<file path="config.mk">
export PLATFORM = sky130hd
export DESIGN_NAME = dif_input_logic
export DESIGN_NICKNAME = d
export VERILOG_FILES = /design/src/rtl/dif_pkg.sv /design/src/rtl/dif_input_logic.sv
export SDC_FILE = /design/constraint.sdc
export NUM_CORES = 1
export LEC_CHECK = 0
export ABC_AREA = 1
export BUFFER_PORTS_ARGS = -buffer_cell sky130_fd_sc_hd__buf_2
export CAP_MARGIN = 20
export CORE_ASPECT_RATIO = 1.4
export CORE_MARGIN = 5
export CORE_UTILIZATION = 45
export DETAILED_ROUTE_END_ITERATION = 10
export PLACE_DENSITY = 0.68
export SETUP_SLACK_MARGIN = 0.5
export SYNTH_ARGS = -nofsm -noshare
export SYNTH_HDL_FRONTEND = slang
export SYNTH_SLANG_ARGS = --single-unit
</file>
<file path="constraint.sdc">
create_clock -name clk -period 4.2 [get_ports clk]
set_clock_uncertainty 0.1 [all_clocks]
set_input_delay 0.21 -clock clk [delete_from_list [all_inputs] [get_ports clk]]
set_output_delay 0.21 -clock clk [all_outputs]
set_load 0.1 [all_outputs]
</file>
<file path="src/rtl/dif_pkg.sv">
// Constants, register map and carrier types of the drive input function logic
//
// Functional notes
// - Seven bit selects choose eight preset speeds.
// - Lowest numbered active select wins.
// - Jog frequency from setting, clamped 10 Hz.
// - Jog applies frequency directly, no ramp.
// - Jog mode: accept while running, stop method.
// - Run direction before jog keeps output off.
// - No jog below start frequency or zero.
// - Brake input forces braking regardless of enable.
// - Brake delay 0.0-5.0 s, coasting meanwhile.
// - Brake force setting 0 to 100 percent.
// - Terminal run: brake release ramps back.
// - Motor set changes only while stopped.
// - Second and third together: second wins.
// - Two-stage input selects second ramp times.
// - Two-stage honoured only when method is 00.
// - Free-run input coasts, release resumes running.
// - Restart from 0 Hz or motor speed.
// - Restart wait before resume, zero skips.
// - Per-terminal polarity makes function active low, except reset and start protection.
// - Trip input edge latches trip code 12.
// - Alarm at once; start protection needs new run.
// - Both run directions active means stop.
// - Reset held 12 ms, release clears trip.
package dif_pkg;

  // Clock and timing
  localparam int CLK_PERIOD_NS = 10;         // 100 MHz control clock
  localparam int TICK_TIME_MS  = 100;        // Setting unit of delays, 0.1 s
  localparam int TICK_CYC      = TICK_TIME_MS * 1000000 / CLK_PERIOD_NS;
  localparam int RS_HOLD_MS    = 12;         // Least reset input hold time
  localparam int RS_HOLD_CYC   = RS_HOLD_MS * 1000000 / CLK_PERIOD_NS;

  // Frequencies in 0.01 Hz units
  localparam logic [15:0] JOG_MAX_FREQ  = 16'h03e8; // 10.00 Hz
  localparam logic [7:0]  BRK_DLY_MAX   = 8'h32;    // 5.0 s in 0.1 s units
  localparam logic [7:0]  BRK_FORCE_MAX = 8'h64;    // 100 percent
  localparam logic [7:0]  ERR_EXT_TRIP  = 8'h0c;    // Error code 12
  localparam logic [7:0]  MODE_BITLEVEL = 8'h01;    // Bit-level speed mode
  localparam logic [7:0]  TWO_STAGE_PIN = 8'h00;    // Terminal switched ramps
  localparam logic [7:0]  JOG_ACCEPT    = 8'h03;    // Modes 03..05 accept

  // Register offsets (word index on the plain port)
  localparam logic [5:0] REG_PRESET0    = 6'h00; // 0x00..0x07 preset speeds
  localparam logic [5:0] REG_JOG_FREQ   = 6'h08;
  localparam logic [5:0] REG_JOG_MODE   = 6'h09;
  localparam logic [5:0] REG_START_FREQ = 6'h0a;
  localparam logic [5:0] REG_DC_EN      = 6'h0b;
  localparam logic [5:0] REG_DC_DELAY   = 6'h0c;
  localparam logic [5:0] REG_DC_FORCE   = 6'h0d;
  localparam logic [5:0] REG_ACCEL1     = 6'h0e;
  localparam logic [5:0] REG_DECEL1     = 6'h0f;
  localparam logic [5:0] REG_ACCEL2     = 6'h10;
  localparam logic [5:0] REG_DECEL2     = 6'h11;
  localparam logic [5:0] REG_TWO_METHOD = 6'h12;
  localparam logic [5:0] REG_FR_RESTART = 6'h13;
  localparam logic [5:0] REG_RS_WAIT    = 6'h14;
  localparam logic [5:0] REG_POLARITY   = 6'h15;
  localparam logic [5:0] REG_CONTROL    = 6'h16; // Bit 0: run from keypad
  localparam logic [5:0] REG_SPEED_MODE = 6'h17;
  localparam logic [5:0] REG_STATE      = 6'h18; // Read only
  localparam logic [5:0] REG_ERROR      = 6'h19; // Read only
  localparam logic [5:0] REG_FREQ       = 6'h1a; // Read only

  // Reset values
  localparam logic [15:0] RST_JOG_FREQ   = 16'h0258; // 6.00 Hz
  localparam logic [15:0] RST_START_FREQ = 16'h0032; // 0.50 Hz
  localparam logic [15:0] RST_RAMP_TIME  = 16'h03e8; // 10.00 s
  localparam logic [7:0]  RST_SPEED_MODE = 8'h01;

  localparam int TERM_W = 18;

  // Input terminal functions, one bit each
  typedef struct packed {
    logic       start_protection;
    logic       reset_input;
    logic       external_trip_input;
    logic       free_run_input;
    logic       two_stage_ramp_input;
    logic       third_motor_select;
    logic       second_motor_select;
    logic       external_brake_input;
    logic       jog_input;
    logic       reverse_run_input;
    logic       forward_run_input;
    logic [6:0] bit_speed_sel;  // Bit 0 is select 1
  } dif_term_s;

  // Commands toward frequency generation
  typedef struct packed {
    logic        out_en;      // Output stage driving
    logic        reverse;     // Direction
    logic        jog_direct;  // Bypass the ramp
    logic        dc_brake;    // DC injection active
    logic [7:0]  brake_force; // Percent
    logic [15:0] freq_target; // 0.01 Hz
    logic        load;        // One-cycle: preload ramp with load_freq
    logic [15:0] load_freq;
    logic [15:0] accel_time;
    logic [15:0] decel_time;
    logic [1:0]  motor_set;   // 0 first, 1 second, 2 third
    logic        alarm;
    logic [7:0]  err_code;
  } dif_drive_s;

  // Drive sequence states
  typedef enum logic [8:0] {
    ST_STOP     = 9'h001,
    ST_RUN      = 9'h002,
    ST_JOG      = 9'h004,
    ST_DECEL    = 9'h008,
    ST_BRK_WAIT = 9'h010,
    ST_BRAKE    = 9'h020,
    ST_COAST    = 9'h040,
    ST_RWAIT    = 9'h080,
    ST_TRIP     = 9'h100
  } dif_state_e;

endpackage

</file>
<file path="src/rtl/dif_input_logic.sv">
// Drive input terminal function logic with settings on a plain register port
`timescale 1ns/1ps
`default_nettype none
module dif_input_logic import dif_pkg::*; #(
  parameter int TICK_CYCLES    = TICK_CYC,    // 0.1 s time base
  parameter int RS_HOLD_CYCLES = RS_HOLD_CYC  // Least reset input hold
) (
  // Clock and reset
  input  wire logic        clk,
  input  wire logic        reset,
  // Input terminals, raw from the pins
  input  wire dif_term_s   term_pins,
  // Same-clock inputs from the rest of the drive
  input  wire logic        keypad_run,
  input  wire logic [15:0] motor_speed,
  input  wire logic        ramp_at_zero,
  // Register port
  input  wire logic [5:0]  reg_addr,
  input  wire logic [15:0] reg_wdata,
  input  wire logic        reg_wr,
  input  wire logic        reg_rd,
  output logic      [15:0] reg_rdata,
  // Commands toward frequency generation
  output dif_drive_s       drive
);

  // Whole module state
  typedef struct packed {
    logic [TERM_W-1:0] sync1;      // Synchroniser stage 1
    logic [TERM_W-1:0] sync2;      // Stage 2
    logic [TERM_W-1:0] sync3;      // Stage 3
    logic [TERM_W-1:0] filt;       // Accepted pin levels
    logic [TERM_W-1:0] act_q;      // Active levels last cycle
    logic [7:0][15:0]  preset;     // Preset speed table
    logic [15:0]       jog_freq;
    logic [7:0]        jog_mode;
    logic [15:0]       start_freq;
    logic              dc_en;
    logic [7:0]        dc_delay;
    logic [7:0]        dc_force;
    logic [15:0]       accel1;
    logic [15:0]       decel1;
    logic [15:0]       accel2;
    logic [15:0]       decel2;
    logic [7:0]        two_method;
    logic              fr_restart;  // 1: resume at motor speed
    logic [7:0]        rs_wait;
    logic [TERM_W-1:0] polarity;
    logic              run_keypad;
    logic [7:0]        speed_mode;
    dif_state_e        st;
    logic [31:0]       tick_cnt;
    logic              tick;
    logic [7:0]        dly_cnt;     // Ticks spent waiting
    logic [31:0]       rs_cnt;      // Cycles reset input held
    logic              jog_brk;     // Braking ends a jog
    logic              blocked;     // Run needs a fresh edge
    logic              run_q;
    logic              rev;
    logic [1:0]        mset;
    logic [15:0]       rdata;
    dif_drive_s        out;
  } dif_regs_s;

  dif_regs_s s_r;   // Registered state
  dif_regs_s s_nxt; // Next state

  dif_term_s   a;        // Active functions after polarity
  logic        run_req;  // Run command from chosen source
  logic        run_rise;
  logic        jog_rise;
  logic        jog_ok;
  logic        trip_edge;
  logic        rs_release;
  logic [2:0]  sel_idx;
  logic [15:0] jog_f;
  logic        two_on;

  // Next state of everything
  always_comb begin
    s_nxt = s_r;

    // Three-stage pin synchroniser, accept when stages 2 and 3 agree
    s_nxt.sync1 = term_pins;
    s_nxt.sync2 = s_r.sync1;
    s_nxt.sync3 = s_r.sync2;
    for (int i = 0; i < TERM_W; i++) begin
      if (s_r.sync2[i] == s_r.sync3[i]) begin
        s_nxt.filt[i] = s_r.sync3[i];
      end
    end

    // Polarity turns a terminal normally closed
    a = dif_term_s'(s_r.filt ^ s_r.polarity);
    s_nxt.act_q = a;

    // Opposite run directions together cancel to stop
    run_req = s_r.run_keypad ? keypad_run
            : (a.forward_run_input ^ a.reverse_run_input);
    s_nxt.run_q = run_req;
    run_rise  = run_req & ~s_r.run_q;
    jog_rise  = a.jog_input & ~s_r.act_q[9];
    trip_edge = a.external_trip_input & ~s_r.act_q[15];

    // Bit-level select: scan down so the lowest active input wins
    sel_idx = 3'h0;
    if (s_r.speed_mode == MODE_BITLEVEL) begin
      for (int i = 6; i >= 0; i--) begin
        if (a.bit_speed_sel[i]) begin
          sel_idx = 3'(i + 1);
        end
      end
    end

    // Jog frequency clamp and validity
    jog_f  = (s_r.jog_freq > JOG_MAX_FREQ) ? JOG_MAX_FREQ
           : s_r.jog_freq;
    jog_ok = (s_r.jog_freq != 16'h0000)
           && (s_r.jog_freq >= s_r.start_freq);

    // 0.1 s time base
    s_nxt.tick = 1'b0;
    if (s_r.tick_cnt >= 32'(TICK_CYCLES - 1)) begin
      s_nxt.tick_cnt = 32'h0000_0000;
      s_nxt.tick     = 1'b1;
    end else begin
      s_nxt.tick_cnt = s_r.tick_cnt + 32'h0000_0001;
    end
    if (s_r.tick) begin
      s_nxt.dly_cnt = s_r.dly_cnt + ((s_r.dly_cnt == 8'hff) ? 8'h00 : 8'h01);
    end

    // Reset input: count hold time; short pulses are ignored
    rs_release = 1'b0;
    if (a.reset_input) begin
      if (s_r.rs_cnt != 32'hffff_ffff) begin
        s_nxt.rs_cnt = s_r.rs_cnt + 32'h0000_0001;
      end
    end else begin
      s_nxt.rs_cnt = 32'h0000_0000;
      rs_release = s_r.act_q[16] && (s_r.rs_cnt >= 32'(RS_HOLD_CYCLES));
    end

    // Run going low lifts the block, so the next run edge starts
    if (!run_req) begin
      s_nxt.blocked = 1'b0;
    end

    // Direction follows the terminal that commands run
    if (!s_r.run_keypad && run_req) begin
      s_nxt.rev = a.reverse_run_input;
    end

    // Sequence; trip and reset come before anything else
    if (trip_edge) begin
      s_nxt.st = ST_TRIP;
    end else if (rs_release) begin
      // Powerup-style reset clears the trip
      s_nxt.st      = ST_STOP;
      s_nxt.blocked = a.start_protection & run_req;
    end else if (a.reset_input) begin
      s_nxt.st = s_r.st; // Frozen, output held off below
    end else begin
      case (s_r.st)
        ST_STOP: begin
          if (a.external_brake_input) begin
            s_nxt.st      = ST_BRK_WAIT;
            s_nxt.dly_cnt = 8'h00;
            s_nxt.jog_brk = 1'b0;
          end else if (a.jog_input) begin
            // Run must follow jog; an old run keeps output off
            if (run_rise && jog_ok) begin
              s_nxt.st = ST_JOG;
            end
          end else if (run_req && !s_r.blocked) begin
            s_nxt.st = ST_RUN;
          end
        end
        ST_RUN: begin
          if (a.free_run_input) begin
            s_nxt.st = ST_COAST;
          end else if (a.external_brake_input) begin
            s_nxt.st      = ST_BRK_WAIT;
            s_nxt.dly_cnt = 8'h00;
            s_nxt.jog_brk = 1'b0;
          end else if (!run_req) begin
            s_nxt.st = ST_DECEL;
          end else if (jog_rise && jog_ok
                       && s_r.jog_mode >= JOG_ACCEPT) begin
            s_nxt.st = ST_JOG;
          end
        end
        ST_JOG: begin
          if (a.free_run_input) begin
            s_nxt.st = ST_COAST;
          end else if (!a.jog_input || !run_req) begin
            // Stop method from jog mode: 00/03, 01/04, 02/05
            case (s_r.jog_mode)
              8'h00, 8'h03: s_nxt.st = ST_STOP;
              8'h01, 8'h04: s_nxt.st = ST_DECEL;
              default: begin
                s_nxt.st      = ST_BRK_WAIT;
                s_nxt.dly_cnt = 8'h00;
                s_nxt.jog_brk = 1'b1;
              end
            endcase
            s_nxt.blocked = run_req;
          end
        end
        ST_DECEL: begin
          if (a.free_run_input) begin
            s_nxt.st = ST_COAST;
          end else if (a.external_brake_input) begin
            s_nxt.st      = ST_BRK_WAIT;
            s_nxt.dly_cnt = 8'h00;
            s_nxt.jog_brk = 1'b0;
          end else if (run_req && !s_r.blocked) begin
            s_nxt.st = ST_RUN;
          end else if (ramp_at_zero) begin
            s_nxt.st = ST_STOP;
          end
        end
        ST_BRK_WAIT: begin
          // Coast until the delay expires, zero skips it
          if (s_r.dly_cnt >= s_r.dc_delay) begin
            s_nxt.st = ST_BRAKE;
          end
        end
        ST_BRAKE: begin
          if (s_r.jog_brk) begin
            if (!run_req) begin
              s_nxt.st = ST_STOP;
            end
          end else if (!a.external_brake_input) begin
            if (!s_r.run_keypad && run_req) begin
              s_nxt.st = ST_RUN;
            end else begin
              s_nxt.st      = ST_STOP;
              s_nxt.blocked = run_req;
            end
          end
        end
        ST_COAST: begin
          if (!a.free_run_input) begin
            s_nxt.st      = run_req ? ST_RWAIT : ST_STOP;
            s_nxt.dly_cnt = 8'h00;
          end
        end
        ST_RWAIT: begin
          if (a.free_run_input || !run_req) begin
            s_nxt.st = a.free_run_input ? ST_COAST : ST_STOP;
          end else if (s_r.dly_cnt >= s_r.rs_wait) begin
            s_nxt.st = ST_RUN;
          end
        end
        ST_TRIP: s_nxt.st = ST_TRIP; // Held until reset
        default: s_nxt.st = ST_STOP;
      endcase
    end

    // Motor set follows its inputs only while stopped
    if (s_r.st == ST_STOP) begin
      if (a.second_motor_select) begin
        s_nxt.mset = 2'h1;
      end else if (a.third_motor_select) begin
        s_nxt.mset = 2'h2;
      end else begin
        s_nxt.mset = 2'h0;
      end
    end

    // Ramp times; the pin counts only in terminal method
    two_on = a.two_stage_ramp_input
           && (s_r.two_method == TWO_STAGE_PIN);
    s_nxt.out.accel_time = two_on ? s_r.accel2 : s_r.accel1;
    s_nxt.out.decel_time = two_on ? s_r.decel2 : s_r.decel1;

    // Output commands from the sequence state
    s_nxt.out.out_en      = 1'b0;
    s_nxt.out.jog_direct  = 1'b0;
    s_nxt.out.dc_brake    = 1'b0;
    s_nxt.out.freq_target = 16'h0000;
    s_nxt.out.load        = 1'b0;
    s_nxt.out.load_freq   = 16'h0000;
    s_nxt.out.reverse     = s_r.rev;
    s_nxt.out.brake_force = s_r.dc_force;
    s_nxt.out.motor_set   = s_r.mset;
    case (s_r.st)
      ST_RUN: begin
        s_nxt.out.out_en      = 1'b1;
        s_nxt.out.freq_target = s_r.preset[sel_idx];
      end
      ST_JOG: begin
        s_nxt.out.out_en      = 1'b1;
        s_nxt.out.jog_direct  = 1'b1;
        s_nxt.out.freq_target = jog_f;
      end
      ST_DECEL: s_nxt.out.out_en = 1'b1;
      ST_BRAKE: s_nxt.out.dc_brake = 1'b1;
      default: s_nxt.out.out_en = 1'b0; // Coasting or stopped
    endcase
    // Resume after free-run preloads the ramp
    if (s_r.st == ST_RWAIT && s_nxt.st == ST_RUN) begin
      s_nxt.out.load      = 1'b1;
      s_nxt.out.load_freq = s_r.fr_restart ? motor_speed : 16'h0000;
    end
    // Reset, free-run and trip hold the output off, even mid-transition
    if (a.reset_input || a.free_run_input || s_r.st == ST_TRIP) begin
      s_nxt.out.out_en   = 1'b0;
      s_nxt.out.dc_brake = 1'b0;
    end
    // Alarm at once on the edge, cleared by the reset release
    if (trip_edge) begin
      s_nxt.out.alarm    = 1'b1;
      s_nxt.out.err_code = ERR_EXT_TRIP;
      s_nxt.out.out_en   = 1'b0;
      s_nxt.out.dc_brake = 1'b0;
    end else if (rs_release) begin
      s_nxt.out.alarm    = 1'b0;
      s_nxt.out.err_code = 8'h00;
    end

    // Register writes
    if (reg_wr) begin
      if (reg_addr <= REG_PRESET0 + 6'h07) begin
        s_nxt.preset[reg_addr[2:0]] = reg_wdata;
      end
      case (reg_addr)
        REG_JOG_FREQ:   s_nxt.jog_freq   = reg_wdata;
        REG_JOG_MODE:   s_nxt.jog_mode   = (reg_wdata[7:0] > 8'h05)
                                           ? 8'h05 : reg_wdata[7:0];
        REG_START_FREQ: s_nxt.start_freq = reg_wdata;
        REG_DC_EN:      s_nxt.dc_en      = reg_wdata[0];
        REG_DC_DELAY:   s_nxt.dc_delay   = (reg_wdata[7:0] > BRK_DLY_MAX)
                                           ? BRK_DLY_MAX
                                           : reg_wdata[7:0];
        REG_DC_FORCE:   s_nxt.dc_force   = (reg_wdata[7:0] > BRK_FORCE_MAX)
                                           ? BRK_FORCE_MAX
                                           : reg_wdata[7:0];
        REG_ACCEL1:     s_nxt.accel1     = reg_wdata;
        REG_DECEL1:     s_nxt.decel1     = reg_wdata;
        REG_ACCEL2:     s_nxt.accel2     = reg_wdata;
        REG_DECEL2:     s_nxt.decel2     = reg_wdata;
        REG_TWO_METHOD: s_nxt.two_method = reg_wdata[7:0];
        REG_FR_RESTART: s_nxt.fr_restart = reg_wdata[0];
        REG_RS_WAIT:    s_nxt.rs_wait    = reg_wdata[7:0];
        REG_POLARITY:   s_nxt.polarity   = {2'h0, reg_wdata};
        REG_CONTROL:    s_nxt.run_keypad = reg_wdata[0];
        REG_SPEED_MODE: s_nxt.speed_mode = reg_wdata[7:0];
        default: ; // Preset range handled above; read-only and unmapped ignored
      endcase
    end

    // Register reads, data in the next cycle only
    s_nxt.rdata = 16'h0000;
    if (reg_rd) begin
      if (reg_addr <= REG_PRESET0 + 6'h07) begin
        s_nxt.rdata = s_r.preset[reg_addr[2:0]];
      end
      case (reg_addr)
        REG_JOG_FREQ:   s_nxt.rdata = s_r.jog_freq;
        REG_JOG_MODE:   s_nxt.rdata = {8'h00, s_r.jog_mode};
        REG_START_FREQ: s_nxt.rdata = s_r.start_freq;
        REG_DC_EN:      s_nxt.rdata = {15'h0000, s_r.dc_en};
        REG_DC_DELAY:   s_nxt.rdata = {8'h00, s_r.dc_delay};
        REG_DC_FORCE:   s_nxt.rdata = {8'h00, s_r.dc_force};
        REG_ACCEL1:     s_nxt.rdata = s_r.accel1;
        REG_DECEL1:     s_nxt.rdata = s_r.decel1;
        REG_ACCEL2:     s_nxt.rdata = s_r.accel2;
        REG_DECEL2:     s_nxt.rdata = s_r.decel2;
        REG_TWO_METHOD: s_nxt.rdata = {8'h00, s_r.two_method};
        REG_FR_RESTART: s_nxt.rdata = {15'h0000, s_r.fr_restart};
        REG_RS_WAIT:    s_nxt.rdata = {8'h00, s_r.rs_wait};
        REG_POLARITY:   s_nxt.rdata = s_r.polarity[15:0];
        REG_CONTROL:    s_nxt.rdata = {15'h0000, s_r.run_keypad};
        REG_SPEED_MODE: s_nxt.rdata = {8'h00, s_r.speed_mode};
        REG_STATE:      s_nxt.rdata = {5'h00, s_r.mset, 9'(s_r.st)};
        REG_ERROR:      s_nxt.rdata = {7'h00, s_r.out.alarm,
                                       s_r.out.err_code};
        REG_FREQ:       s_nxt.rdata = s_r.out.freq_target;
        default: ; // Unmapped reads return zero
      endcase
    end
  end

  // State register, synchronous reset to constants
  always_ff @(posedge clk) begin
    if (reset) begin
      s_r            <= '0;
      s_r.jog_freq   <= RST_JOG_FREQ;
      s_r.start_freq <= RST_START_FREQ;
      s_r.accel1     <= RST_RAMP_TIME;
      s_r.decel1     <= RST_RAMP_TIME;
      s_r.accel2     <= RST_RAMP_TIME;
      s_r.decel2     <= RST_RAMP_TIME;
      s_r.speed_mode <= RST_SPEED_MODE;
      s_r.st         <= ST_STOP;
    end else begin
      s_r <= s_nxt;
    end
  end

  // Outputs straight from flops
  assign reg_rdata = s_r.rdata;
  assign drive     = s_r.out;

endmodule // dif_input_logic
`default_nettype wire

</file>
==> impl_metrics.csv, run 1 <==
group,metric,value,unit
critical_path,crit_chain,"ha_1 -> nand2_1 -> nor2_1 -> nand2_1 -> nand2_1 -> nor2_1 -> nand2_1 -> nand2_1 -> nand2_1 -> nand3_1 -> nand2_1 -> nand3_1 -> nand2_2 -> nand2_2 -> nor2_4 -> nand3_4 -> nor2_1",
synthesis,synth-async-reset-ratio,0,
final_layout,area_delta_synth_final,11.9,%
final_layout,fin_util,0.507,
clock_tree,root_buffer,"clkbuf_16",
floorplan,io_pins,166,
critical_path,r2r_cells,17,
placement,dpl.hpwl,60.7,mm
critical_path,crit_path_top_delay_cell,"dfxtp_1",
detailed_routing,drt_iter0_markers,2397,
clock_tree,htreeDepth,2,
final_layout,nets,3585,
clock_tree,cts.clk_slew.worst_paths,70,ps
detailed_routing,wl_per_cell,20.1,µm
detailed_routing,vias,23900,
detailed_routing,vias_per_cell,5.61,
sta,worst_pin_slew,1010,ps
floorplan,start_util,0.453,
power_and_ir_drop,p_leak,12.0,nW
critical_path,setup.worst_path.class,"reg2reg",
detailed_routing,routed_wirelength,85.7,mm
final_layout,regArea,0.0110,mm²
final_layout,final.fill_count,5520,
floorplan,coreArea,0.0564,mm²
final_layout,multi_input_area,0.0114,mm²
critical_path,crit_buf_inv,0,
global_routing,grt_pass1_vias,22200,
sta,finalSetupViolCount,0,
sta,fin_tns_setup,0,ps
clock_tree,clk_latency,630,ps
synthesis,syn_area_per_cell,7.43,µm²
sta,rsz0062_at_grt,"no",
synthesis,ys_warn_count,0,
synthesis,synth_flop_cell,"dfxtp_1",
floorplan,die_w,212,µm
synthesis,synthDistinctLibCells,61,
detailed_routing,firstDrtPassIters,6,
sta,finalMaxSlewViolations,0,
critical_path,cp.required,4620,ps
global_routing,overflow,0,
clock_tree,clockBufferDepth,3,
global_routing,antenna_found_initial,3,
worst_hold_path,hold_class,"in2reg",
final_layout,antenna_cells,0,
critical_path,crit_fanout,16,
critical_path,cp-start-kind,"flip-flop",
floorplan,die_y,292,µm
clock_tree,postCtsSetupBuffers,0,
sta,hold_viol_final,0,
critical_path,cp.arrival,3350,ps
outcome,status,"finished, final reports clean",
critical_path,cpMostUsedCell,"nand2_1",
global_routing,grt_pass1_wl,129,mm
floorplan,core.rowCount,103,
sta,period_needed,2930,ps
critical_path,slowest_delay,410,ps
global_routing,grt_util_all_layers,0.263,
synthesis,synth_edf_count,0,
synthesis,synth_seq_cells,550,
job,drv_cap,0,
clock_tree,clock-sinks,550,
power_and_ir_drop,power,11.3,mW
critical_path,cp.depth,17,
final_layout,final_common_cell,"dfxtp_1",
synthesis,synthCells,3443,
final_layout,mostFrequentLayoutCells,"550 x dfxtp_1, 423 x inv_1, 412 x o21ai_0",
global_routing,grt_max_degree,81,
sta,slew_headroom,0.324,
sta,final.period_utilization,0.699,
critical_path,crit_family,"simple AND/OR/NAND/NOR gates",
synthesis,syn_area,0.0256,mm²
clock_tree,tritoncts,"yes",
detailed_routing,drtAntennaViolNets,0,
critical_path,cp-end-kind,"flip-flop",
placement,gp_congestion,1.04,
final_layout,drive_above_1_share,0.117,
sta,max_freq,341,MHz
clock_tree,cts_buffers,52,
worst_hold_path,hold-path-cell-count,4,
floorplan,die_area,0.0618,mm²
placement,portBuffers,159,
power_and_ir_drop,power_density,396,mW/mm²
power_and_ir_drop,vdd_ir_drop_max,293,µV
detailed_routing,drc,0,
synthesis,ys_seq_area_frac,0.430,
==> tightest hold or removal path, stage by stage <==
cell and delay [ps]:
buf_2 180, nor2_2 120, nand4_1 150, a21oi_1 80
==> registers in the layout, indices dropped and copies added, names as in the netlist <==
register / count
s_r: 407
drive: 80
s_nxt: 47
reg_rdata: 16
==> through the flow <==
step                      instance area [µm²]  std cells  hold slack [ps]  setup slack (ps)
after floorplan                         25600       3456              217              2120
after global placement                  26200       4112              290              1390
after detailed placement                26200       4112              292              1330
after CTS                               28600       4260             31.1              1290
after global routing                    28600       4261             87.1              1120
final                                   28600       4261             68.6              1270
==> per-layer routing <==
layer / share of wire / track usage
met1: 0.38 / 0.316
met2: 0.47 / 0.440
met3: 0.077 / 0.0416
met4: 0.069 / 0.158
met5: 0.00032 / 0
==> path summary, 6_finish.rpt <==
check / start / to / slack (ps)
worst min-delay path: reg_addr[3] / s_r[227]$_SDFFE_PP0P_ / 70
worst max register to register: s_r[348]$_SDFFE_PP0P_ / drive[44]$_SDFF_PP0_ / 1270
worst max-delay path: s_r[348]$_SDFFE_PP0P_ / drive[44]$_SDFF_PP0_ / 1270
worst min register to register: s_nxt[553]$_SDFF_PP0_ / s_nxt[535]$_SDFF_PP0_ / 300
==> what timing repair did <==
action	CTS	global route
endpoints found under the setup margin	0	0
endpoints found under the hold margin	145	0
hold buffers	54	0
gates resized for setup	0	0
==> cells by family (layout without fill, tap and decap cells) <==
group	count (synthesis)	after routing	synth area share
simple gates	1103	1103	0.201
fa+ha+maj	37	37	0.0181
buf+inv	738	808	0.127
compound gates	972	972	0.208
other cells	1	14	0.000147
flops	550	550	0.430
xor+xnor	42	42	0.0155
==> cell type report <==
class | count | area share
timing repair buffer | 260 | 0.0593
multi-input combinational | 2168 | 0.398
sequential | 550 | 0.385
clock buffer | 70 | 0.0527
clock inverter | 24 | 0.0132
inverter | 454 | 0.0598
tap | 735 | 0.0321
==> power by group <==
part | total (mW) | internal [mW] | leakage (nW) | switching [mW]
logic | 0.807 | 0.213 | 6.58 | 0.594
registers | 5.32 | 5.28 | 4.45 | 0.0374
clock network | 5.23 | 3.08 | 0.934 | 2.15
total | 11.3 | 8.57 | 12.0 | 2.78
==> synthesized netlist by cell type, types with 9 or more instances <==
library cell  instances  area [µm²]
a31oi_1              11        68.8
o22ai_1              91         569
nor3_1               38         190
a21oi_1             353        1770
o21ai_0             412        2060
buf_4               111         833
inv_1               423        1590
a41oi_1               9        78.8
nor2_1              350        1310
clkbuf_1            129         484
nand2_2              11        68.8
inv_2                23        86.3
buf_2                34         170
nand2_1             369        1390
nor2_4               14         158
nand4_1              40         250
nand3_2              19         190
nor2_2               17         106
nand3b_1             26         195
nand3_1             169         846
xnor2_1              13         114
xor2_1               25         219
o211ai_1             29         218
ha_1                 37         463
nor4_1               25         156
a211oi_1             10        75.1
a221oi_1             16         140
dfxtp_1             550       11000
No activity file was read; power rests on OpenSTA's default activity.
==> run 2, diff against run 1 <==
--- a/config.mk
+++ b/config.mk
@@ -5,7 +5,7 @@
 export SDC_FILE = /design/constraint.sdc
 export NUM_CORES = 1
 export LEC_CHECK = 0
-export ABC_AREA = 1
+export ABC_AREA = 0
 export BUFFER_PORTS_ARGS = -buffer_cell sky130_fd_sc_hd__buf_2
 export CAP_MARGIN = 20
 export CORE_ASPECT_RATIO = 1.4
==> constraint.sdc (replaced) <==
create_clock -name clk -period 2.7 [get_ports clk]
set_clock_uncertainty 0.1 [all_clocks]
set_input_delay 0.135 -clock clk [delete_from_list [all_inputs] [get_ports clk]]
set_output_delay 0.135 -clock clk [all_outputs]
set_load 0.1 [all_outputs]
==> run 2 against run 1 <==
Compared with the run above: first-iteration DRC count grew 2.7%; synthesized cell count shrank 14%; hold slack lost 31 ps; cell count shrank 8.5%; utilization grew 4.1 points; critical path depth shrank 8; setup slack lost 1100 ps; global-route usage grew 1.2 points.
==> impl_metrics.csv, run 2 <==
group,metric,value,unit
outcome,status,"finished, final reports clean",
sta,hold_viol_final,0,
placement,portBuffers,159,
power_and_ir_drop,switching_share,0.242,
global_routing,grt_pass1_vias,22700,
global_routing,grt_util_all_layers,0.275,
synthesis,yosysMostFrequentCell,"nand2_1",
final_layout,final_common_cell,"nand2_1",
final_layout,area_delta_synth_final,21.2,%
power_and_ir_drop,internal_power,13.0,mW
placement,pre_cts_ws,-460,ps
floorplan,core.rowCount,102,
clock_tree,clk_latency,610,ps
critical_path,cp.arrival,2940,ps
synthesis,synth_common_cells,"706 x nand2_1, 550 x dfxtp_1, 331 x a21oi_1",
synthesis,synth.area.top_cells,"dfxtp_1 44%, nand2_1 11%, a21oi_1 6.6%",
power_and_ir_drop,p_leak,11.2,nW
critical_path,crit_fanout,18,
synthesis,synth_flop_cell,"dfxtp_1",
final_layout,fin_util,0.548,
final_layout,top_register,"s_r",
clock_tree,clock-sinks,550,
floorplan,coreArea,0.0551,mm²
sta,rsz0062_at_grt,"yes",
placement,placed_cells,3703,
sta,slew_headroom,0.302,
critical_path,cp.required,3100,ps
power_and_ir_drop,power_frac_clock,0.459,
final_layout,fin_cells,3898,
placement,dpl.hpwl,59.7,mm
final_layout,multi_input_area,0.0131,mm²
synthesis,synth_seq_cells,550,
floorplan,io_pins,166,
final_layout,regArea,0.0111,mm²
job,drv_cap,0,
worst_hold_path,hold_class,"in2reg",
sta,period_needed,2540,ps
synthesis,ys_warn_count,0,
clock_tree,tritoncts,"yes",
clock_tree,root_buffer,"clkbuf_16",
power_and_ir_drop,p_seq_frac,0.479,
power_and_ir_drop,combPwrFrac,0.062,
synthesis,ys_seq_area_frac,0.442,
critical_path,cp-end-kind,"flip-flop",
synthesis,syn_area,0.0249,mm²
detailed_routing,wl_per_cell,22.3,µm
power_and_ir_drop,vdd_ir_drop_max,551,µV
power_and_ir_drop,p_switching,4.16,mW
critical_path,setup.worst_path.class,"reg2reg",
sta,finalMaxSlewViolations,0,
final_layout,nets,3219,
detailed_routing,drc,0,
placement,gp_congestion,0.966,
final_layout,largest_register_ff_count,407,
clock_tree,cts.clk_slew.worst_paths,70,ps
detailed_routing,routed_wirelength,86.9,mm
global_routing,grt_pass1_wl,131,mm
clock_tree,cts_buffers,52,
synthesis,synthCells,2951,
sta,final.period_utilization,0.939,
detailed_routing,vias_per_cell,5.85,
final_layout,final.fill_count,4855,
floorplan,start_util,0.452,
detailed_routing,drtAntennaViolNets,0,
synthesis,synth_edf_count,0,
critical_path,r2r_slack,160,ps
detailed_routing,drt_iter0_markers,2462,
global_routing,antenna_found_initial,4,
global_routing,grt_max_degree,198,
critical_path,cp-start-kind,"flip-flop",
final_layout,mostFrequentLayoutCells,"700 x nand2_1, 506 x dfxtp_1, 329 x a21oi_1",
worst_hold_path,hold-path-cell-count,5,
synthesis,synthDistinctLibCells,82,
floorplan,die_w,209,µm
sta,max_freq,394,MHz
global_routing,overflow,0,
floorplan,die_area,0.0603,mm²
synthesis,synth-async-reset-ratio,0,
critical_path,r2r_cells,9,
power_and_ir_drop,power_density,569,mW/mm²
final_layout,drive_above_1_share,0.228,
sta,finalSetupViolCount,0,
sta,whs,37.5,ps
detailed_routing,firstDrtPassIters,6,
clock_tree,clockBufferDepth,3,
sta,worst_pin_slew,1050,ps
sta,fin_ws,164,ps
synthesis,synth_top_area_cell,"dfxtp_1",
detailed_routing,vias,22800,
synthesis,syn_area_per_cell,8.45,µm²
synthesis,netlist.area_leader.share,0.442,
clock_tree,htreeDepth,2,
floorplan,die_y,289,µm
[run 2: cell types whose count changed after synthesis, sizes merged, moves of 29 or more]
cell	delta
nand2	+323
nand3	-106
a22oi	+33
o22ai	-86
mux2	+29
mux4	+53
nor2	-210
nor2b	+71
inv	-399
o21ai	-353
[run 2: kinds of logic after synthesis]
| logic type | share of synthesized area |
|---|---|
| fa+ha+maj | 0.0186 |
| buf+inv | 0.0710 |
| xor+xnor | 0.0290 |
| compound gates | 0.148 |
| other cells | 0.000150 |
| simple gates | 0.222 |
| mux | 0.0706 |
| flops | 0.442 |
[run 2: repair_timing]
| action | 4_1_cts | 5_1_grt |
|---|---|---|
| pin swaps | 42 | 74 |
| endpoints found under the hold margin | 315 | 0 |
| resized for setup | 115 | 122 |
| cloned | 5 | 2 |
| setup endpoints to repair | 89 | 100 |
| hold buffers | 53 | 0 |
| setup buffers | 11 | 20 |
[run 2: cell type report]
type / count / area share
diodes: 6 / 0.000497
clock buffers: 67 / 0.0493
clock inverters: 31 / 0.0121
inverters: 48 / 0.00596
multi-input cells: 2073 / 0.435
flip-flops and latches: 550 / 0.367
well taps: 728 / 0.0301
repair buffers: 395 / 0.100
[run 2: per-stage QoR]
| stage | instance area, µm² | power (mW) | TNS (ps) |
|---|---|---|---|
| final | 30200 | 17.2 | 0 |
| after global routing | 30200 | 17.7 | 0 |
| after CTS | 29500 | 17.3 | 0 |
| after detailed placement | 26400 | 9.34 | -7650 |
| after global placement | 26400 | 9.33 | -4920 |
| after floorplan | 25000 | 9.04 | 0 |
[run 2: layer usage]
| metal | part of all wire | wire length (µm) | vias to the layer above | GRT usage |
|---|---|---|---|---|
| met1 | 0.36 | 31000 | 10800 | 0.323 |
| met3 | 0.091 | 7910 | 390 | 0.0461 |
| met4 | 0.079 | 6880 | 2 | 0.186 |
| met5 | 0.000081 | 7 | - | 0 |
| li1 | - | - | 10400 | - |
| met2 | 0.47 | 41100 | 1261 | 0.461 |
[run 2: worst paths after layout]
kind / endpoint / start
setup reg to reg: drive[46]$_SDFF_PP0_ / s_r[317]$_SDFFE_PP0P_
hold reg to reg: s_nxt[525]$_SDFF_PP0_ / s_nxt[543]$_SDFF_PP0_
hold / removal: s_r[200]$_SDFFE_PP0P_ / reg_addr[3]
setup / recovery: drive[46]$_SDFF_PP0_ / s_r[317]$_SDFFE_PP0P_
[run 2: power groups by stage]
stage,registers (mW),clock network (mW),logic [mW]
finish,8.23,7.90,1.07
global route,8.24,8.32,1.12
CTS,8.24,8.01,1.03
global placement,8.42,0,0.910
detailed placement,8.42,0,0.918
floorplan,8.40,0,0.635
[run 2: worst max-delay path, stage by stage, from the launching register on]
cell and delay [ps]:
dfxtp_2 380, ha_4 210, nand2b_4 140, a2111oi_4 370, o31ai_4 130, a211o_4 400
a21oi_4 170, o41ai_4 90, buf_12 170, nor4_2 270
